===== src/lmic_regs.vh =====
// Register map, field positions, reset values and timing counts of the classifier
// Functional notes
// - Green health LED toggles once per scan
// - Module fault: red on, green forced off
// - Power LED needs field voltage and regulator
// - Contact LED on when closed or shorted
// - Line LED on when open or shorted
// - Per-point suppress hides line LED only
// - Step reference open, on/off, short; capture each
// - Monitored classes: open, switch open/closed, short
// - Unmonitored: high is open, low closed
// - 120 V variant halves configured thresholds
// - Line monitoring only for monitored DC points
// - Background test drives two out-of-range levels
// - Line status one when healthy, not latched
// - Point one in LSB, sixteen in MSB
`ifndef LMIC_REGS_VH
`define LMIC_REGS_VH
`define LMIC_CTRL_ADDR      8'h00
`define LMIC_STATUS_ADDR    8'h04
`define LMIC_INPUT_ADDR     8'h08
`define LMIC_LINE_ADDR      8'h0C
`define LMIC_SUPP_ADDR      8'h10
`define LMIC_MON_ADDR       8'h14
`define LMIC_THR_OPEN_ADDR  8'h18
`define LMIC_THR_ONOFF_ADDR 8'h1C
`define LMIC_THR_SHORT_ADDR 8'h20
`define LMIC_THR_TON_ADDR   8'h24
`define LMIC_THR_TOFF_ADDR  8'h28
`define LMIC_TEST_ADDR      8'h2C
`define LMIC_IRQ_ST_ADDR    8'h30
`define LMIC_IRQ_MASK_ADDR  8'h34
`define LMIC_CTRL_SCAN_BIT  0
`define LMIC_CTRL_FAULT_BIT 1
`define LMIC_CTRL_TEST_BIT  2
`define LMIC_CTRL_HALF_BIT  3
`define LMIC_IRQ_SCAN_BIT   0
`define LMIC_IRQ_LINE_BIT   1
`define LMIC_IRQ_TEST_BIT   2
`define LMIC_THR_OPEN_RST   8'h14
`define LMIC_THR_ONOFF_RST  8'h0C
`define LMIC_THR_SHORT_RST  8'h04
`define LMIC_THR_TON_RST    8'h20
`define LMIC_THR_TOFF_RST   8'h00
`define LMIC_SETTLE_NS      2000
`define LMIC_CLK_NS         100
`define LMIC_SETTLE_CYC     ((`LMIC_SETTLE_NS + `LMIC_CLK_NS - 1) / `LMIC_CLK_NS)
`endif


===== src/lmic_point_class.v =====
// Per-point classification and indicator decode
`timescale 1ns/1ns
module lmic_point_class (
  // Captured comparator results, one when input above reference
  input  wire abvOpen,
  input  wire abvOnOff,
  input  wire abvShort,
  // Point configuration
  input  wire monitored,
  input  wire suppress,
  // Results
  output wire isOn,
  output wire lineOk,
  output wire contactLed,
  output wire lineLed
);
  wire wireOpen;
  wire wireShort;
  assign wireOpen   = monitored & abvOpen;
  assign wireShort  = monitored & ~abvShort;
  assign isOn       = monitored ? (~abvOnOff & abvShort) : ~abvOnOff;
  assign lineOk     = monitored & ~wireOpen & ~wireShort;
  assign contactLed = isOn | wireShort;
  assign lineLed    = (wireOpen | wireShort) & ~suppress;
endmodule // lmic_point_class


===== src/lmic_axil_slave.v =====
// AXI4-Lite slave front end: one write and one read at a time
`timescale 1ns/1ns
module lmic_axil_slave (
  // Clock and reset
  input  wire        clk,
  input  wire        rst_n,
  // Write channels
  input  wire [7:0]  awaddr,
  input  wire        awvalid,
  output reg         awready,
  input  wire [31:0] wdata,
  input  wire [3:0]  wstrb,
  input  wire        wvalid,
  output reg         wready,
  output reg  [1:0]  bresp,
  output reg         bvalid,
  input  wire        bready,
  // Read channels
  input  wire [7:0]  araddr,
  input  wire        arvalid,
  output reg         arready,
  output reg  [31:0] rdata,
  output reg  [1:0]  rresp,
  output reg         rvalid,
  input  wire        rready,
  // Register file side
  output reg         wrStb,
  output reg  [7:0]  wrAddr,
  output reg  [31:0] wrData,
  output reg  [3:0]  wrStrb,
  output wire [7:0]  rdAddr,
  input  wire [31:0] rdValue,
  input  wire        rdOk
);
  reg       awHave;
  reg       wHave;
  reg [7:0] rdAddrReg;
  reg       rdPend;
  assign rdAddr = rdAddrReg;
  always @(posedge clk or negedge rst_n) begin
    if (!rst_n) begin
      awready <= 1'b0; wready <= 1'b0; bvalid <= 1'b0; bresp <= 2'b00;
      awHave <= 1'b0; wHave <= 1'b0; wrStb <= 1'b0;
      wrAddr <= 8'h00; wrData <= 32'h0000_0000; wrStrb <= 4'h0;
    end else begin
      wrStb   <= 1'b0;
      awready <= ~awHave & ~awready & awvalid & ~bvalid;
      wready  <= ~wHave & ~wready & wvalid & ~bvalid;
      if (awready & awvalid) begin
        awHave <= 1'b1;
        wrAddr <= awaddr;
      end
      if (wready & wvalid) begin
        wHave  <= 1'b1;
        wrData <= wdata;
        wrStrb <= wstrb;
      end
      if (awHave & wHave & ~bvalid) begin
        wrStb  <= 1'b1;
        bvalid <= 1'b1;
        bresp  <= 2'b00;
        awHave <= 1'b0;
        wHave  <= 1'b0;
      end else if (bvalid & bready) begin
        bvalid <= 1'b0;
      end
    end
  end
  always @(posedge clk or negedge rst_n) begin
    if (!rst_n) begin
      arready <= 1'b0; rvalid <= 1'b0; rdata <= 32'h0000_0000; rresp <= 2'b00;
      rdAddrReg <= 8'h00; rdPend <= 1'b0;
    end else begin
      arready <= ~rdPend & ~arready & ~rvalid & arvalid;
      if (arready & arvalid) begin
        rdAddrReg <= araddr;
        rdPend    <= 1'b1;
      end
      if (rdPend) begin
        rdPend <= 1'b0;
        rvalid <= 1'b1;
        rdata  <= rdOk ? rdValue : 32'h0000_0000;
        rresp  <= rdOk ? 2'b00 : 2'b10;
      end else if (rvalid & rready) begin
        rvalid <= 1'b0;
      end
    end
  end
endmodule // lmic_axil_slave


===== src/lmic_classifier.v =====
// Sixteen-point monitored input classifier with indicators and register file
//
// The AXI4-Lite interface to the registers and the address map were chosen for this implementation.
`timescale 1ns/1ns
`include "lmic_regs.vh"
module lmic_classifier #(
  parameter NPTS = 16,
  parameter SETTLE = `LMIC_SETTLE_CYC
) (
  // Clock and reset
  input  wire             clk,
  input  wire             rst_n,
  // AXI4-Lite write
  input  wire [7:0]       awaddr,
  input  wire             awvalid,
  output wire             awready,
  input  wire [31:0]      wdata,
  input  wire [3:0]       wstrb,
  input  wire             wvalid,
  output wire             wready,
  output wire [1:0]       bresp,
  output wire             bvalid,
  input  wire             bready,
  // AXI4-Lite read
  input  wire [7:0]       araddr,
  input  wire             arvalid,
  output wire             arready,
  output wire [31:0]      rdata,
  output wire [1:0]       rresp,
  output wire             rvalid,
  input  wire             rready,
  // Reference converter and comparators
  output reg  [7:0]       refLevel,
  input  wire [NPTS-1:0]  cmpAbove,
  // Field power monitor pins
  input  wire             fieldVoltOk,
  input  wire             regulatorOk,
  // Front panel indicators
  output reg              ledHealth,
  output reg              ledFault,
  output reg              ledPower,
  output reg  [NPTS-1:0]  ledContact,
  output reg  [NPTS-1:0]  ledLine,
  // Interrupt
  output reg              irq
);
  localparam ST_IDLE  = 3'd0;
  localparam ST_OPEN  = 3'd1;
  localparam ST_ONOFF = 3'd2;
  localparam ST_SHORT = 3'd3;
  localparam ST_TON   = 3'd4;
  localparam ST_TOFF  = 3'd5;
  localparam ST_DONE  = 3'd6;

  // Synchronisers for pins
  reg [NPTS-1:0] cmpMeta;
  reg [NPTS-1:0] cmpSync;
  reg [1:0]      pwrMeta;
  reg [1:0]      pwrSync;
  always @(posedge clk or negedge rst_n) begin
    if (!rst_n) begin
      cmpMeta <= {NPTS{1'b0}};
      cmpSync <= {NPTS{1'b0}};
      pwrMeta <= 2'b00;
      pwrSync <= 2'b00;
    end else begin
      cmpMeta <= cmpAbove;
      cmpSync <= cmpMeta;
      pwrMeta <= {fieldVoltOk, regulatorOk};
      pwrSync <= pwrMeta;
    end
  end

  // Register file
  reg [3:0]      ctrl_reg;
  reg [NPTS-1:0] supp_reg;
  reg [NPTS-1:0] mon_reg;
  reg [7:0]      thrOpen_reg;
  reg [7:0]      thrOnOff_reg;
  reg [7:0]      thrShort_reg;
  reg [7:0]      thrTon_reg;
  reg [7:0]      thrToff_reg;
  reg [2:0]      irqSt_reg;
  reg [2:0]      irqMask_reg;
  reg [NPTS-1:0] inputs_reg;
  reg [NPTS-1:0] lineOk_reg;
  reg [NPTS-1:0] testOn_reg;
  reg [NPTS-1:0] testOff_reg;

  wire        wrStb;
  wire [7:0]  wrAddr;
  wire [31:0] wrData;
  wire [3:0]  wrStrb;
  wire [7:0]  rdAddr;
  reg  [31:0] rdValue;
  reg         rdOk;

  lmic_axil_slave uBus (
    .clk     (clk),
    .rst_n   (rst_n),
    .awaddr  (awaddr),
    .awvalid (awvalid),
    .awready (awready),
    .wdata   (wdata),
    .wstrb   (wstrb),
    .wvalid  (wvalid),
    .wready  (wready),
    .bresp   (bresp),
    .bvalid  (bvalid),
    .bready  (bready),
    .araddr  (araddr),
    .arvalid (arvalid),
    .arready (arready),
    .rdata   (rdata),
    .rresp   (rresp),
    .rvalid  (rvalid),
    .rready  (rready),
    .wrStb   (wrStb),
    .wrAddr  (wrAddr),
    .wrData  (wrData),
    .wrStrb  (wrStrb),
    .rdAddr  (rdAddr),
    .rdValue (rdValue),
    .rdOk    (rdOk)
  );

  wire wrLo;
  wire wrHi;
  assign wrLo = wrStb & wrStrb[0];
  assign wrHi = wrStb & wrStrb[1];

  // Sequencer
  reg  [2:0]      state_reg;
  reg  [7:0]      settle_reg;
  reg  [NPTS-1:0] capOpen_reg;
  reg  [NPTS-1:0] capOnOff_reg;
  reg  [NPTS-1:0] capTon_reg;
  reg             scanDone;
  reg             testDone;
  reg             lineChg;
  reg             testRun_reg;
  reg  [7:0]      thrSel;
  wire [NPTS-1:0] isOn;
  wire [NPTS-1:0] lineOk;
  wire [NPTS-1:0] contactLed;
  wire [NPTS-1:0] lineLed;
  wire            scanReq;
  wire            testReq;
  wire            settled;

  assign scanReq = wrLo && wrAddr == `LMIC_CTRL_ADDR && wrData[`LMIC_CTRL_SCAN_BIT];
  assign testReq = wrLo && wrAddr == `LMIC_CTRL_ADDR && wrData[`LMIC_CTRL_TEST_BIT];
  assign settled = settle_reg == 8'd0;

  always @* begin
    case (state_reg)
      ST_OPEN:  thrSel = thrOpen_reg;
      ST_ONOFF: thrSel = thrOnOff_reg;
      ST_SHORT: thrSel = thrShort_reg;
      ST_TON:   thrSel = thrTon_reg;
      ST_TOFF:  thrSel = thrToff_reg;
      default:  thrSel = thrOnOff_reg;
    endcase
  end

  always @(posedge clk or negedge rst_n) begin
    if (!rst_n) begin
      state_reg    <= ST_IDLE;
      settle_reg   <= 8'd0;
      refLevel     <= 8'h00;
      capOpen_reg  <= {NPTS{1'b0}};
      capOnOff_reg <= {NPTS{1'b0}};
      capTon_reg   <= {NPTS{1'b0}};
      inputs_reg   <= {NPTS{1'b0}};
      lineOk_reg   <= {NPTS{1'b0}};
      testOn_reg   <= {NPTS{1'b0}};
      testOff_reg  <= {NPTS{1'b0}};
      testRun_reg  <= 1'b0;
      scanDone     <= 1'b0;
      testDone     <= 1'b0;
      lineChg      <= 1'b0;
      ledContact   <= {NPTS{1'b0}};
      ledLine      <= {NPTS{1'b0}};
    end else begin
      scanDone <= 1'b0;
      testDone <= 1'b0;
      lineChg  <= 1'b0;
      if (state_reg != ST_IDLE && state_reg != ST_DONE) begin
        refLevel <= ctrl_reg[`LMIC_CTRL_HALF_BIT] ? {1'b0, thrSel[7:1]} : thrSel;
      end
      if (!settled) begin
        settle_reg <= settle_reg - 8'd1;
      end
      case (state_reg)
        ST_IDLE: begin
          if (scanReq || testReq) begin
            testRun_reg <= testReq;
            state_reg   <= testReq ? ST_TON : ST_OPEN;
            settle_reg  <= SETTLE[7:0];
          end
        end
        ST_OPEN: begin
          if (settled) begin
            capOpen_reg <= cmpSync;
            state_reg   <= ST_ONOFF;
            settle_reg  <= SETTLE[7:0];
          end
        end
        ST_ONOFF: begin
          if (settled) begin
            capOnOff_reg <= cmpSync;
            state_reg    <= ST_SHORT;
            settle_reg   <= SETTLE[7:0];
          end
        end
        ST_SHORT: begin
          if (settled) begin
            inputs_reg <= isOn;
            lineOk_reg <= lineOk;
            ledContact <= contactLed;
            ledLine    <= lineLed;
            scanDone   <= 1'b1;
            lineChg    <= lineOk != lineOk_reg;
            state_reg  <= ST_DONE;
          end
        end
        ST_TON: begin
          if (settled) begin
            capTon_reg <= cmpSync;
            state_reg  <= ST_TOFF;
            settle_reg <= SETTLE[7:0];
          end
        end
        ST_TOFF: begin
          if (settled) begin
            testOn_reg  <= ~capTon_reg;
            testOff_reg <= cmpSync;
            testDone    <= 1'b1;
            state_reg   <= ST_DONE;
          end
        end
        ST_DONE: begin
          testRun_reg <= 1'b0;
          state_reg   <= ST_IDLE;
        end
        default: state_reg <= ST_IDLE;
      endcase
    end
  end

  // Per-point decode, short capture taken live in last step
  genvar gi;
  generate
    for (gi = 0; gi < NPTS; gi = gi + 1) begin : gPoint
      lmic_point_class uCls (
        .abvOpen    (capOpen_reg[gi]),
        .abvOnOff   (capOnOff_reg[gi]),
        .abvShort   (cmpSync[gi]),
        .monitored  (mon_reg[gi]),
        .suppress   (supp_reg[gi]),
        .isOn       (isOn[gi]),
        .lineOk     (lineOk[gi]),
        .contactLed (contactLed[gi]),
        .lineLed    (lineLed[gi])
      );
    end
  endgenerate

  // Configuration writes and sticky status
  wire [2:0] irqEvt;
  assign irqEvt = {testDone, lineChg, scanDone};
  always @(posedge clk or negedge rst_n) begin
    if (!rst_n) begin
      ctrl_reg     <= 4'h0;
      supp_reg     <= {NPTS{1'b0}};
      mon_reg      <= {NPTS{1'b0}};
      thrOpen_reg  <= `LMIC_THR_OPEN_RST;
      thrOnOff_reg <= `LMIC_THR_ONOFF_RST;
      thrShort_reg <= `LMIC_THR_SHORT_RST;
      thrTon_reg   <= `LMIC_THR_TON_RST;
      thrToff_reg  <= `LMIC_THR_TOFF_RST;
      irqSt_reg    <= 3'b000;
      irqMask_reg  <= 3'b000;
    end else begin
      if (wrLo) begin
        case (wrAddr)
          `LMIC_CTRL_ADDR:      ctrl_reg <= {wrData[`LMIC_CTRL_HALF_BIT], 1'b0,
                                             wrData[`LMIC_CTRL_FAULT_BIT], 1'b0};
          `LMIC_SUPP_ADDR:      supp_reg[7:0] <= wrData[7:0];
          `LMIC_MON_ADDR:       mon_reg[7:0] <= wrData[7:0];
          `LMIC_THR_OPEN_ADDR:  thrOpen_reg <= wrData[7:0];
          `LMIC_THR_ONOFF_ADDR: thrOnOff_reg <= wrData[7:0];
          `LMIC_THR_SHORT_ADDR: thrShort_reg <= wrData[7:0];
          `LMIC_THR_TON_ADDR:   thrTon_reg <= wrData[7:0];
          `LMIC_THR_TOFF_ADDR:  thrToff_reg <= wrData[7:0];
          `LMIC_IRQ_MASK_ADDR:  irqMask_reg <= wrData[2:0];
          default: ;
        endcase
      end
      if (wrHi && wrAddr == `LMIC_SUPP_ADDR) begin
        supp_reg[NPTS-1:8] <= wrData[NPTS-1:8];
      end
      if (wrHi && wrAddr == `LMIC_MON_ADDR) begin
        mon_reg[NPTS-1:8] <= wrData[NPTS-1:8];
      end
      // Set wins over write-one-to-clear
      if (wrLo && wrAddr == `LMIC_IRQ_ST_ADDR) begin
        irqSt_reg <= (irqSt_reg & ~wrData[2:0]) | irqEvt;
      end else begin
        irqSt_reg <= irqSt_reg | irqEvt;
      end
    end
  end

  // Read mux
  always @* begin
    rdOk = 1'b1;
    case (rdAddr)
      `LMIC_CTRL_ADDR:      rdValue = {28'h000_0000, ctrl_reg[3], testRun_reg,
                                       ctrl_reg[1], state_reg != ST_IDLE};
      `LMIC_STATUS_ADDR:    rdValue = {29'h0000_0000, pwrSync, state_reg == ST_IDLE};
      `LMIC_INPUT_ADDR:     rdValue = {16'h0000, inputs_reg};
      `LMIC_LINE_ADDR:      rdValue = {16'h0000, lineOk_reg};
      `LMIC_SUPP_ADDR:      rdValue = {16'h0000, supp_reg};
      `LMIC_MON_ADDR:       rdValue = {16'h0000, mon_reg};
      `LMIC_THR_OPEN_ADDR:  rdValue = {24'h00_0000, thrOpen_reg};
      `LMIC_THR_ONOFF_ADDR: rdValue = {24'h00_0000, thrOnOff_reg};
      `LMIC_THR_SHORT_ADDR: rdValue = {24'h00_0000, thrShort_reg};
      `LMIC_THR_TON_ADDR:   rdValue = {24'h00_0000, thrTon_reg};
      `LMIC_THR_TOFF_ADDR:  rdValue = {24'h00_0000, thrToff_reg};
      `LMIC_TEST_ADDR:      rdValue = {testOff_reg, testOn_reg};
      `LMIC_IRQ_ST_ADDR:    rdValue = {29'h0000_0000, irqSt_reg};
      `LMIC_IRQ_MASK_ADDR:  rdValue = {29'h0000_0000, irqMask_reg};
      default: begin
        rdValue = 32'h0000_0000;
        rdOk    = 1'b0;
      end
    endcase
  end

  // Module indicators and interrupt
  always @(posedge clk or negedge rst_n) begin
    if (!rst_n) begin
      ledHealth  <= 1'b0;
      ledFault   <= 1'b0;
      ledPower   <= 1'b0;
      irq        <= 1'b0;
    end else begin
      if (ctrl_reg[`LMIC_CTRL_FAULT_BIT]) begin
        ledFault  <= 1'b1;
        ledHealth <= 1'b0;
      end else begin
        ledFault <= 1'b0;
        if (scanReq) begin
          ledHealth <= ~ledHealth;
        end
      end
      ledPower <= pwrSync[1] & pwrSync[0];
      irq      <= |(irqSt_reg & irqMask_reg);
    end
  end
endmodule // lmic_classifier


===== config.mk =====
export PLATFORM = sky130hd
export DESIGN_NAME = lmic_classifier
export DESIGN_NICKNAME = d
export VERILOG_FILES = /design/src/lmic_point_class.v /design/src/lmic_axil_slave.v /design/src/lmic_classifier.v
export VERILOG_INCLUDE_DIRS = /design/src /design/src/src
export SDC_FILE = /design/constraint.sdc
export NUM_CORES = 1
export LEC_CHECK = 0
export BUFFER_PORTS_ARGS = -buffer_cell sky130_fd_sc_hd__buf_4
export CORE_AREA = 2 2 180 182
export CTS_CLUSTER_DIAMETER = 100
export CTS_CLUSTER_SIZE = 16
export DETAILED_ROUTE_END_ITERATION = 7
export DIE_AREA = 0 0 182 184
export PLACE_DENSITY = 0.72
export SLEW_MARGIN = 20
export SYNTH_ARGS = -nofsm -noshare
export SYNTH_HDL_FRONTEND = slang
export SYNTH_SLANG_ARGS = --single-unit

===== constraint.sdc =====
create_clock -name clk -period 2.15 [get_ports clk]
set_input_delay 0.1075 -clock clk [delete_from_list [all_inputs] [get_ports clk]]
set_output_delay 0.1075 -clock clk [all_outputs]
set_load 0.05 [all_outputs]

== Yosys cells after proc, flatten, opt, wreduce, memory -nomap -nowiden ==
Index checks and enable logic that the tools add are counted.

* Output and inout bits: 85
* Bits of input ports: 77
* Flip-flop bits (word level): 364

* Equality and inequality tests: 35
* Mux-type cells: 55
* Bitwise operators: 242
* Reductions and logical operators: 39
* Add/sub/neg operators: 1

{| class="wikitable"
|+ Operators by type and width
! kind !! number
|-
| 32-bit one-hot mux with 14 select lines || 1
|-
| 1-bit bitwise AND || 115
|-
| 1-bit NOT || 89
|-
| 8-bit by 6-bit == test with 1-bit output, second input constant || 11
|-
| 8-bit by 5-bit == test with 1-bit output, second input constant || 8
|-
| 1-bit 2-to-1 mux || 37
|-
| 32-bit 2-to-1 mux || 1
|-
| 8-bit 2-to-1 mux || 4
|-
| 1-bit bitwise OR || 32
|-
| 8-bit one-hot mux with 4 select lines || 1
|-
| 2-bit AND reduction || 15
|-
| 8-bit logical NOT || 3
|-
| 3-bit 2-to-1 mux || 7
|-
| 8-bit by 4-bit == test with 1-bit output, second input constant || 2
|-
| 16-bit inequality test || 1
|-
| 16-bit NOT || 1
|-
| 8-bit one-hot mux with 2 select lines || 1
|-
| 3-bit one-hot mux with 5 select lines || 1
|-
| 14-bit OR reduction || 1
|-
| 2-bit nonzero test || 6
|-
| 3-bit == test, second input constant || 3
|-
| 8-bit by 3-bit == test with 1-bit output, second input constant || 1
|-
| 2-bit inequality test, second input constant || 4
|-
| 8-bit by 1-bit subtractor with 8-bit output, second input constant || 1
|-
| 16 further kinds || 26
|}

== Logic depth before layout (Yosys ltp) ==
Gate-level depths: netlist (run 1).

* Depth in word-level cells: 7
* Gate-level depth with buffers: 10
* Depth with buffers taken out: 7

== Hierarchy ==
A second synthesis (run 1) with hierarchy kept.

* Cell total of the unflattened synthesis: 1,360
* Area, all modules: 16,861.2 sq um

{| class="wikitable"
|+ Modules (own cells, without submodules)
! module !! area each (sq um) !! cells each !! seq. area each (sq um) !! instances
|-
| lmic_classifier || 12,597.1 || 970 || 7,189.4 || 1
|-
| lmic_axil_slave || 3,723.6 || 278 || 2,352.3 || 1
|-
| lmic_point_class || 33.8 || 7 || 0.0 || 16
|}

== Worst setup path after synthesis (run 1) ==
OpenSTA, ideal clock, no wires.

* Path type: reg-to-reg
* Start: register settle_reg[5]
* End: register capOnOff_reg[10]
* Setup time: 0.125 ns
* Stages on the path, launching flop included: 8
* Path slack: 0.007 ns
* Data required time: 2.025 ns
* Data arrival time: 2.018 ns
* Buffers on the path: 2
* Path through: dfrtp_1 -> nor4_2 -> nor4bb_1 -> buf_4 -> inv_1 -> nor3_4 -> buf_4 -> mux2_2

* Word-level cells in the longest chain between the ends: 2

{| class="wikitable"
|+ RTL lines
! what !! RTL line !! text
|-
| start, declared || lmic_classifier.v:134 || <nowiki>reg [7:0] settle_reg;</nowiki>
|-
| start signal, assigned || lmic_classifier.v:192 || <nowiki>settle_reg <= settle_reg - 8'd1;</nowiki>
|-
| start signal, assigned || lmic_classifier.v:199 || <nowiki>settle_reg <= SETTLE[7:0];</nowiki>
|-
| start signal, assigned || lmic_classifier.v:206 || <nowiki>settle_reg <= SETTLE[7:0];</nowiki>
|-
| 8-bit logical NOT || lmic_classifier.v:153 || <nowiki>assign settled = settle_reg == 8'd0;</nowiki>
|-
| 2-bit AND reduction (no line) || - ||
|-
| end signal, assigned || lmic_classifier.v:172 || <nowiki>capOnOff_reg <= {NPTS{1'b0}};</nowiki>
|-
| end signal, assigned || lmic_classifier.v:211 || <nowiki>capOnOff_reg <= cmpSync;</nowiki>
|-
| end, declared || lmic_classifier.v:136 || <nowiki>reg [NPTS-1:0] capOnOff_reg;</nowiki>
|}

Every way passes these cells.
A chain may end at the register's enable or synchronous reset.

== Worst setup path in the final report (run 1) ==
* Start: register settle_reg[5]
* End: register capOnOff_reg[4]

Same word-level chain as after synthesis.

==> summary.md, run 1 <==
| Metric | Value |
|---|---|
| Diodes inserted | `0` |
| Post-route insts no fill | `1975` |
| Slew headroom | `60.0%` |
| First-pass GRT wire length | `66200 um` |
| Via count | `11391` |
| Crit path max fanout | `16` |
| Slew Limit Fails | `0` |
| CTS root buf | `clkbuf_16` |
| Cell taking the most area after synthesis | `dfrtp_1` |
| Period utilization | `101%` |
| First-pass DRT Iterations | `7` |
| WL final | `42800 um` |
| Worst Setup Start Kind | `register` |
| Largest register FFs | `32` |
| Share of cells above drive strength 1 | `30.6%` |
| Initial Utilization | `49.8%` |
| Drc violations | `0` |
| Fmax | `461 MHz` |
| PwrDens | `840 mW/mm^2` |
| R2R depth | `7` |
| Total GRT Usage | `25.6%` |
| Largest Register | `uBus.rdata` |
| CP Capture Type | `register` |
| H-tree Lvls | `1` |
| Total global routing overflow | `0` |
| Mean number of vias per cell | `5.77` |
| CTS max path bufs | `3` |
| RSZ-0062 raised after global routing | `true` |
| CTS clock-pin slew for the worst setup and hold paths | `0.08 ns` |
| Slew @ Worst Pin | `0.599 ns` |
| Rows | `65` |
| Die X | `182 um` |
| Failing checks | `negative setup slack` |
| Synth area leaders | `dfrtp_1 (57%), mux2_2 (12%), nand2_1 (3.2%)` |
| Pre-CTS setup slack | `-0.0856 ns` |
| Setup CP Type | `reg -> reg` |
| Worst Hold Class | `in -> async` |
| Register bit count reported by yosys | `363` |
| Max-Cap Viols | `0` |
| Core area | `0.0314 sq mm` |
| CTS sink count | `363` |
| Crit path DAT | `2.60 ns` |
| Hold Vio Cnt, Final | `0` |
| R2R Path Start | `settle_reg[5]$_DFF_PN0_` |
| Seq/Total Area, Yosys | `58.2%` |
| FFs w/ async S/R, synth | `100%` |
| Initial drt markers | `1016` |
| Mapped Cells | `1304` |
| Worst setup endpoint | `capOnOff_reg[4]$_DFFE_PN0P_` |
| Status | `finished with violations` |
| Initial antenna violation count | `0` |
| Worst R2R Setup Slack | `-0.02 ns` |
| Tot Pwr | `0.0162 W` |
| Port Buf Inserts | `140` |
| CTS Buf Count | `26` |
| Die extent in y | `184 um` |
| DR WL/cell | `21.7 um` |
| Syn avg cell area | `12.0 sq um` |
| Area grow syn2layout | `23.5%` |
| Prevailing post-synth register cell | `dfrtp_1` |
| Largest net degree at the start of global routing | `67` |
| Post-synth EDFFs | `0` |
| Req. time, crit path | `2.58 ns` |
| Final GP Congestion | `0.913` |
| Max VDD drop | `0.000579 V` |
| Reg2reg end | `capOnOff_reg[4]$_DFFE_PN0P_` |
| Min Tclk post-route | `2.17 ns` |
| Crit path from | `settle_reg[5]$_DFF_PN0_` |
| Final worst slack | `-0.0198 ns` |
| DP HPWL | `29200 um` |
| I/O pin count | `162` |
| Placed insts | `1874` |
| Yosys top cell area share | `57.1%` |
| Distinct cells, synth | `71` |
| Final Skew | `0.0188 ns` |
| Clock Latency Late Sink | `0.56 ns` |
| Mapped Area | `0.0156 sq mm` |
| Setup TNS | `-0.0608 ns` |
| Vias in the first global route | `11533` |
| TritonCTS clock tree | `done` |
| Setup violations, final | `7` |
| Pleak | `9.15 nW` |
| Full die area | `0.0335 sq mm` |
| Routed Antenna Nets | `0` |
| Nets | `1645` |
| Yosys warns | `0` |
metal layers:
layer	global-route usage (%)	up-vias	share of wire [%]	routed length, um
met4	8.32	0	3.1	1330
met5	0	-	0	0
met3	3.45	67	5.0	2140
met2	42.4	355	49	21000
met1	35.2	5809	43	18300
li1	-	5160	-	-
cells in the mapped netlist (13+ instances only):
cell	n
a21oi_1	14
mux2i_1	30
a22oi_1	18
o22ai_1	23
a211oi_1	13
nand3_1	16
nand2_1	132
inv_1	41
nand4b_1	18
a31oi_1	20
clkbuf_1	43
dfrtp_1	357
nor3_1	14
nor2_1	49
nand3b_1	22
nand2b_1	57
o21ai_0	81
mux2_2	172
xor2_1	21
where the power goes:
part	internal [W]	total (W)	switching, W
Clock	0.00222	0.00455	0.00233
Combinational	0.00154	0.00336	0.00181
Sequential	0.00747	0.00832	0.000846
metrics by stage:
stage / hold WS, ns / util (%) / instance area, sq um
floorplan: -0.188 / - / 15600
global placement: 0.104 / 56.7 / 17800
detailed placement: 0.107 / 56.7 / 17800
CTS: 0.110 / 61.0 / 19100
global route: 0.150 / 61.5 / 19300
finish: 0.109 / 61.5 / 19300
timing repair:
action | CTS | global route
setup buffers | 0 | 3
hold endpoints to repair | 313 | 0
setup endpoints to repair | 74 | 124
hold buffers | 58 | 0
resized for setup | 6 | 15
gates cloned | 1 | 4
kinds of logic after synthesis:
logic type | count (synthesis) | synth area share [%]
multiplexers | 213 | 15.4
XOR/XNOR | 23 | 1.29
buffers and inverters | 109 | 3.03
AO/OA/AOI/OAI | 222 | 9.09
other | 1 | 0.0240
AND/OR/NAND/NOR | 370 | 12.8
adder cells (fa/ha/maj) | 3 | 0.240
flip-flops | 363 | 58.2
cell usage in the layout, fill, tap and decap left out, types with 20 or more instances in the layout:
cell type      instances
buf_4                219
dfrtp_1              356
nand2b_1              57
mux2i_1               30
a31oi_1               20
inv_1                 40
xor2_1                21
o21ai_0               81
o22ai_1               23
clkbuf_16             30
mux2_2               172
nor2_1                47
nand2_1              132
nand3b_1              22
dlygate4sd3_1         58
worst max-delay path: stages, from the launching register on:
cell and delay, ns:
dfrtp_1 0.39, nor4_2 0.30, nor4bb_4 0.27, buf_4 0.17
inv_1 0.12, nor3_4 0.23, buf_12 0.20, mux2_2 0.35
final cells by class:
cell class	count	area, sq um
inverter	41	166
fill	2479	12100
clock inverter	2	37.5
timing repair buffer	299	2680
multi-input combinational	834	6140
clock buffer	34	681
tap	402	503
sequential	363	9090
worst min path at each step:
stage,cells past startpoint,startpoint,slack [ns],endpoint
after floorplan,0,rst_n,-0.19,capOnOff_reg[0]$_DFFE_PN0P_
after global placement,1,rst_n,0.10,cmpSync[4]$_DFF_PN0_
after detailed placement,1,rst_n,0.11,uBus.rdata[20]$_DFFE_PN0P_
after CTS,2,rst_n,0.11,mon_reg[1]$_DFFE_PN0P_
after global routing,2,rst_n,0.15,inputs_reg[2]$_DFFE_PN0P_
final,2,rst_n,0.11,capOnOff_reg[3]$_DFFE_PN0P_
(Power assumes the default switching activity.)
==> run 2: changes to the inputs <==
- CORE_AREA: 2 2 180 182 -> 4 4 182 184
- DIE_AREA: 0 0 182 184 -> 0 0 186 188
- MAX_ROUTING_LAYER: default -> met4
==> run 2 against run 1 <==
The run still ends with negative setup slack left. First-iteration DRC count down 18%. Count of clock-buffer cells in the layout rose by 10. Hold slack worse by 0.0058 ns. Clock skew barely moved. Power shrank 0.30%. Wire length is 1.4% lower. Highest routed layer unchanged.
==> summary.md, run 2 (synthesis gave the netlist of run 1 again) <==
| Metric | Value |
|---|---|
| Status | `finished with violations` |
| Failing checks | `negative setup slack` |
| Vias in the first global route | `11618 (+0.74%)` |
| Largest register FFs | `32 (unchanged)` |
| Initial Utilization | `49.8% (unchanged)` |
| CTS root buf | `clkbuf_16` |
| Sw Ratio | `30.8% (+0.039 points)` |
| Crit path DAT | `2.61 ns (about the same)` |
| Setup CP Type | `reg -> reg` |
| Period utilization | `100% (-0.43 points)` |
| Setup violations, final | `10 (+3)` |
| Clock share of power | `28.7% (+0.7 points)` |
| PwrDens | `845 mW/mm^2 (+0.54%)` |
| Crit path from | `settle_reg[5]$_DFF_PN0_` |
| Full die area | `0.0350 sq mm (+4.4%)` |
| Worst setup endpoint | `capOnOff_reg[1]$_DFFE_PN0P_` |
| Setup TNS | `-0.0846 ns (-0.0238 ns)` |
| Final worst slack | `-0.0105 ns (+0.00925 ns)` |
| Min Tclk post-route | `2.16 ns (-0.00925 ns)` |
| Die X | `186 um (+2.2%)` |
| Post-layout instance area | `0.0191 sq mm (-0.84%)` |
| Tot Pwr | `0.0162 W (-0.30%)` |
| Worst Hold Class | `in -> async` |
| Largest net degree at the start of global routing | `82 (+22%)` |
| DP HPWL | `29100 um (-0.31%)` |
| H-tree Lvls | `1 (unchanged)` |
| R2R depth | `7 (unchanged)` |
| Die extent in y | `188 um (+2.2%)` |
| Worst Setup Start Kind | `register` |
| Routed Antenna Nets | `0 (unchanged)` |
| Core area | `0.0314 sq mm (unchanged)` |
| Initial drt markers | `834 (-18%)` |
| Rows | `65 (unchanged)` |
| Total global routing overflow | `0 (unchanged)` |
| First-pass DRT Iterations | `6 (-1)` |
| Crit path max fanout | `16 (unchanged)` |
| WL final | `42200 um (-1.4%)` |
| Total GRT Usage | `24.5% (-1.1 points)` |
| Worst R2R Setup Slack | `-0.01 ns (about the same)` |
| Slew @ Worst Pin | `0.675 ns (+0.0767 ns)` |
| Combinational power share | `19.4% (-1.3 points)` |
| TritonCTS clock tree | `done` |
| Most frequent cells in the layout | `dfrtp_1 (356), buf_4 (213), mux2_2 (172)` |
| CTS max path bufs | `3 (unchanged)` |
| Drc violations | `0 (unchanged)` |
| CTS Buf Count | `26 (unchanged)` |
| Fmax | `463 MHz (+0.43%)` |
| RSZ-0062 raised after global routing | `true` |
| Slew headroom | `55.0% (-5.0 points)` |
| Mean number of vias per cell | `5.70 (-1.2%)` |
| Switch Pwr | `0.00498 W (-0.18%)` |
| Final GP Congestion | `0.997 (+9.3%)` |
| Share of cells above drive strength 1 | `29.7% (-0.85 points)` |
| Reg power frac | `51.9% (+0.6 points)` |
| First-pass GRT wire length | `65800 um (-0.67%)` |
| CTS clock-pin slew for the worst setup and hold paths | `0.07 ns (about the same)` |
| Slew Limit Fails | `0 (unchanged)` |
| Diodes inserted | `0 (unchanged)` |
| Max VDD drop | `0.000704 V (+22%)` |
| Nets | `1633 (-0.73%)` |
| Max-Cap Viols | `0 (unchanged)` |
| Largest Register | `uBus.rdata` |
| DR WL/cell | `21.4 um (-1.3%)` |
| Pleak | `9.07 nW (-0.88%)` |
| Final Skew | `0.0187 ns (-0.000182 ns)` |
| Commonest non-fill, non-tap cell in the layout | `dfrtp_1` |
| Reg2reg end | `capOnOff_reg[1]$_DFFE_PN0P_` |
| Area grow syn2layout | `22.5%` |
| Hold Vio Cnt, Final | `0 (unchanged)` |
| Dpl cell area | `0.0177 sq mm (-0.70%)` |
| Port Buf Inserts | `140 (unchanged)` |
| Req. time, crit path | `2.59 ns (about the same)` |
| R2R Path Start | `settle_reg[5]$_DFF_PN0_` |
| Internal power | `0.0112 W (-0.36%)` |
| Initial antenna violation count | `0 (unchanged)` |
| I/O pin count | `162 (unchanged)` |
| Hold Worst Slack | `0.103 ns (-0.00580 ns)` |
| CP Capture Type | `register` |
| Via count | `11239 (-1.3%)` |
| CTS sink count | `363 (unchanged)` |
| Clock Latency Late Sink | `0.56 ns (about the same)` |
==> run 2: changes by cell type in the layout (fill, tap and decap cells not counted), moves of 2 or more <==
cell,delta
clkbuf_1,+10
buf_4,-6
o21ai_0,-5
o21ai_1,+5
buf_12,-4
clkbuf_16,-2
nor3_1,-2
nor3_2,+2
==> run 2: what timing repair did <==
| item | in CTS | in global routing |
|---|---|---|
| hold buffers | 58 | 0 |
| endpoints found under the setup margin | 73 | 115 |
| pin swaps | 0 | 2 |
| cloned | 0 | 2 |
| hold endpoints to repair | 172 | 0 |
| resized for setup | 5 | 19 |
| buffers inserted | 1 | 2 |
==> run 2: final cells by class <==
class	count	area [sq um]
tap	402	503
clock inverter	2	23.8
multi-input combinational	834	6140
timing repair buffer	287	2500
clock buffer	44	718
fill	2505	12300
inverter	41	161
sequential	363	9090
==> run 2: worst min-delay path by stage <==
stage / from / to / slack (ns) / cells after the start
after floorplan: rst_n / capOnOff_reg[0]$_DFFE_PN0P_ / -0.19 / 0
after global placement: rst_n / cmpSync[3]$_DFF_PN0_ / 0.11 / 1
after detailed placement: rst_n / cmpMeta[4]$_DFF_PN0_ / 0.12 / 1
after CTS: rst_n / cmpMeta[4]$_DFF_PN0_ / 0.12 / 2
after global routing: rst_n / cmpMeta[3]$_DFF_PN0_ / 0.15 / 2
final: rst_n / cmpSync[3]$_DFF_PN0_ / 0.10 / 2
==> run 2: power by group through the flow <==
stage | sequential, W | clock, W | combinational, W
2_1_floorplan | 0.00823 | 0 | 0.00175
3_3_place_gp | 0.00841 | 0 | 0.00294
3_5_place_dp | 0.00845 | 0 | 0.00299
4_1_cts | 0.00835 | 0.00477 | 0.00312
5_1_grt | 0.00847 | 0.00501 | 0.00341
6_report | 0.00839 | 0.00465 | 0.00314
==> run 2: critical path: stages (launching register included) <==
cell and delay [ns]:
dfrtp_1 0.41, nor4_4 0.31, nor4bb_4 0.26, buf_4 0.17, inv_1 0.12, nor3_4 0.23, buf_12 0.19, mux2_2 0.34
==> run 2: stage by stage <==
step	instances	setup WS (ns)	util (%)
finish	1973	-0.0105	61.0
CTS	1969	0.00448	60.6
global route	1973	-0.165	61.0
floorplan	1306	0.00732	-
global placement	1864	-0.0390	56.3
detailed placement	1864	-0.115	56.3
==> run 2: per-layer routing <==
metal  global-route usage (%)  vias up  wire length, um
met2                     39.2      328            20600
met4                     7.06        0             1270
met3                     3.16       76             2060
met1                     33.2     5690            18300
met5                        -        -                0
li1                         -     5145                -
==> run 3: changes to the inputs <==
--- a/config.mk
+++ b/config.mk
@@ -15,3 +15,3 @@
 export MAX_ROUTING_LAYER = met4
-export PLACE_DENSITY = 0.72
+export PLACE_DENSITY = 0.7
 export SLEW_MARGIN = 20
==> constraint.sdc (replaced) <==
create_clock -name clk -period 2.15 [get_ports clk]
set_input_delay 0 -clock clk [delete_from_list [all_inputs] [get_ports clk]]
set_output_delay 0 -clock clk [all_outputs]
set_load 0.05 [all_outputs]
==> run 3 against run 2 <==
The run still ends with negative setup slack left. Critical path depth is the same. Setup slack lost 0.033 ns. Wire length is essentially flat. Sequential share of layout area shrank 0.13 points. Global-route usage shrank 0.42 points. Die area is the same. Hold slack lost 0.069 ns. Sequential power shrank 0.6%. Combinational power grew 2%. Via count grew 0.29%.
==> summary.md, run 3 (synthesis gave the netlist of run 1 again) <==
| Metric | Value |
|---|---|
| Status | `finished with violations` |
| Failing checks | `negative setup slack` |
| DP HPWL | `29200 um (+0.31%)` |
| Total global routing overflow | `0 (unchanged)` |
| Initial drt markers | `868 (+4.1%)` |
| First-pass DRT Iterations | `6 (unchanged)` |
| CTS sink count | `363 (unchanged)` |
| CP Capture Type | `register` |
| Clock Latency Late Sink | `0.56 ns (about the same)` |
| Core area | `0.0314 sq mm (unchanged)` |
| Fmax | `456 MHz (-1.5%)` |
| CTS clock-pin slew for the worst setup and hold paths | `0.07 ns (about the same)` |
| Slew headroom | `54.8% (-0.18 points)` |
| Most frequent cells in the layout | `dfrtp_1 (355), buf_4 (225), mux2_2 (172)` |
| Worst R2R Setup Slack | `-0.04 ns (-0.03 ns)` |
| Largest net degree at the start of global routing | `83 (+1.2%)` |
| Nets | `1646 (+0.80%)` |
| I/O pin count | `162 (unchanged)` |
| Area grow syn2layout | `22.8%` |
| Worst Hold Class | `in -> async` |
| Setup CP Type | `reg -> reg` |
| CTS Buf Count | `26 (unchanged)` |
| Total GRT Usage | `24.1% (-0.42 points)` |
| Final Skew | `0.0192 ns (+0.000486 ns)` |
| Mean number of vias per cell | `5.70 (about the same)` |
| TritonCTS clock tree | `done` |
| Crit path max fanout | `8 (-8)` |
| CTS max path bufs | `3 (unchanged)` |
| Slew Limit Fails | `0 (unchanged)` |
| Max VDD drop | `0.000666 V (-5.5%)` |
| WL final | `42200 um (about the same)` |
| Fill count | `2490 (-0.60%)` |
| CTS root buf | `clkbuf_16` |
| Hold Vio Cnt, Final | `0 (unchanged)` |
| Final GP Congestion | `0.942 (-5.5%)` |
| Diodes inserted | `0 (unchanged)` |
| Final worst slack | `-0.0433 ns (-0.0327 ns)` |
| Worst Setup Start Kind | `register` |
| Setup violations, final | `33 (+23)` |
| Share of cells above drive strength 1 | `30.5% (+0.75 points)` |
| H-tree Lvls | `1 (unchanged)` |
| DR WL/cell | `21.3 um (-0.26%)` |
| Hold Worst Slack | `0.0338 ns (-0.0689 ns)` |
| Via count | `11272 (+0.29%)` |
| Drc violations | `0 (unchanged)` |
| Die X | `186 um (unchanged)` |
| Largest register FFs | `32 (unchanged)` |
| Vias in the first global route | `11241 (-3.2%)` |
| Routed Antenna Nets | `0 (unchanged)` |
| Slew @ Worst Pin | `0.678 ns (+0.00271 ns)` |
| Period utilization | `102% (+1.5 points)` |
| Req. time, crit path | `2.59 ns (about the same)` |
| Post-route insts no fill | `1977 (+0.20%)` |
| Pleak | `9.14 nW (+0.79%)` |
| Commonest non-fill, non-tap cell in the layout | `dfrtp_1` |
| Placed insts | `1871 (+0.38%)` |
| Full die area | `0.0350 sq mm (unchanged)` |
| Min Tclk post-route | `2.19 ns (+0.0327 ns)` |
| PwrDens | `837 mW/mm^2 (-0.95%)` |
| Largest Register | `uBus.rdata` |
| Rows | `65 (unchanged)` |
| Max-Cap Viols | `0 (unchanged)` |
| Die extent in y | `188 um (unchanged)` |
| Initial antenna violation count | `0 (unchanged)` |
| Initial Utilization | `49.8% (unchanged)` |
| Crit path DAT | `2.63 ns (+0.02 ns)` |
| First-pass GRT wire length | `64600 um (-1.8%)` |
| RSZ-0062 raised after global routing | `true` |
| Port Buf Inserts | `140 (unchanged)` |
[run 3: changes by cell type in the layout (fill, tap and decap cells not counted), moves of 2 or more]
| cell | previous run | this run |
|---|---|---|
| buf_12 | 11 | 13 |
| buf_4 | 213 | 225 |
| clkbuf_1 | 18 | 9 |
| nand3_2 | 1 | 3 |
| nor3_1 | 12 | 14 |
| nor3_2 | 3 | 1 |
| o21ai_0 | 76 | 81 |
| o21ai_1 | 6 | 1 |
[run 3: layer usage]
metal / wire [um] / GRT usage [%] / part of all wire, % / vias up
li1: - / - / - / 5162
met1: 18900 / 34.0 / 45 / 5711
met2: 20300 / 38.2 / 48 / 316
met3: 1870 / 2.39 / 4.4 / 83
met4: 1140 / 5.58 / 2.7 / 0
met5: 0 / - / 0 / -
[run 3: path summary, 6_finish.rpt]
kind / cells after the start / from / endpoint
worst max-delay path: 7 / settle_reg[5]$_DFF_PN0_ / capOpen_reg[12]$_DFFE_PN0P_
worst min-delay path: 2 / rst_n / cmpSync[3]$_DFF_PN0_
worst max register to register: 7 / settle_reg[5]$_DFF_PN0_ / capOpen_reg[12]$_DFFE_PN0P_
worst min register to register: 0 / cmpMeta[9]$_DFF_PN0_ / cmpSync[9]$_DFF_PN0_
max in group asynchronous: 3 / rst_n / thrOnOff_reg[2]$_DFFE_PN1P_
min in group clk: 2 / cmpAbove[9] / cmpMeta[9]$_DFF_PN0_
[run 3: worst max-delay path, cell delays in order (launching register included)]
cell and delay [ns]:
dfrtp_1 0.40, nor4_2 0.32, nor4bb_2 0.25, buf_4 0.18, nand2_4 0.06, or3_4 0.39
clkbuf_16 0.20, mux2_4 0.29
[run 3: final cells by class]
type,instances,area [sq um],share of cell area [%]
sequential,363,9090,47.4
multi-input combinational,834,6110,31.9
timing repair buffer,300,2620,13.6
clock buffer,35,684,3.57
tap,402,503,2.62
inverter,41,156,0.815
clock inverter,2,23.8,0.124
[run 3: what timing repair did]
| item | in CTS | in global routing |
|---|---|---|
| pin swaps | 0 | 1 |
| endpoints found under the setup margin | 12 | 92 |
| setup buffers | 0 | 8 |
| cloned | 0 | 3 |
| gates resized for setup | 4 | 6 |
| hold buffers | 58 | 0 |
| hold endpoints to repair | 358 | 0 |
[run 3: metrics by stage]
step / cell area (sq um) / setup TNS [ns] / util (%) / total power [W] / worst slack, ns
after floorplan: 15600 / 0 / - / 0.00998 / 0.00732
after global placement: 17700 / -0.282 / 56.5 / 0.0114 / -0.0397
after CTS: 19000 / 0 / 60.7 / 0.0161 / 0.0167
after detailed placement: 17700 / -0.0127 / 56.5 / 0.0115 / -0.0127
after global routing: 19200 / -4.52 / 61.1 / 0.0167 / -0.113
final: 19200 / -0.531 / 61.1 / 0.0161 / -0.0433
[run 3: report_power, final]
| group | switching [W] | internal, W | leakage [nW] |
|---|---|---|---|
| Clock | 0.00231 | 0.00221 | 0.338 |
| Combinational | 0.00172 | 0.00147 | 3.95 |
| Sequential | 0.000875 | 0.00747 | 4.86 |
| Total | 0.00491 | 0.0112 | 9.14 |
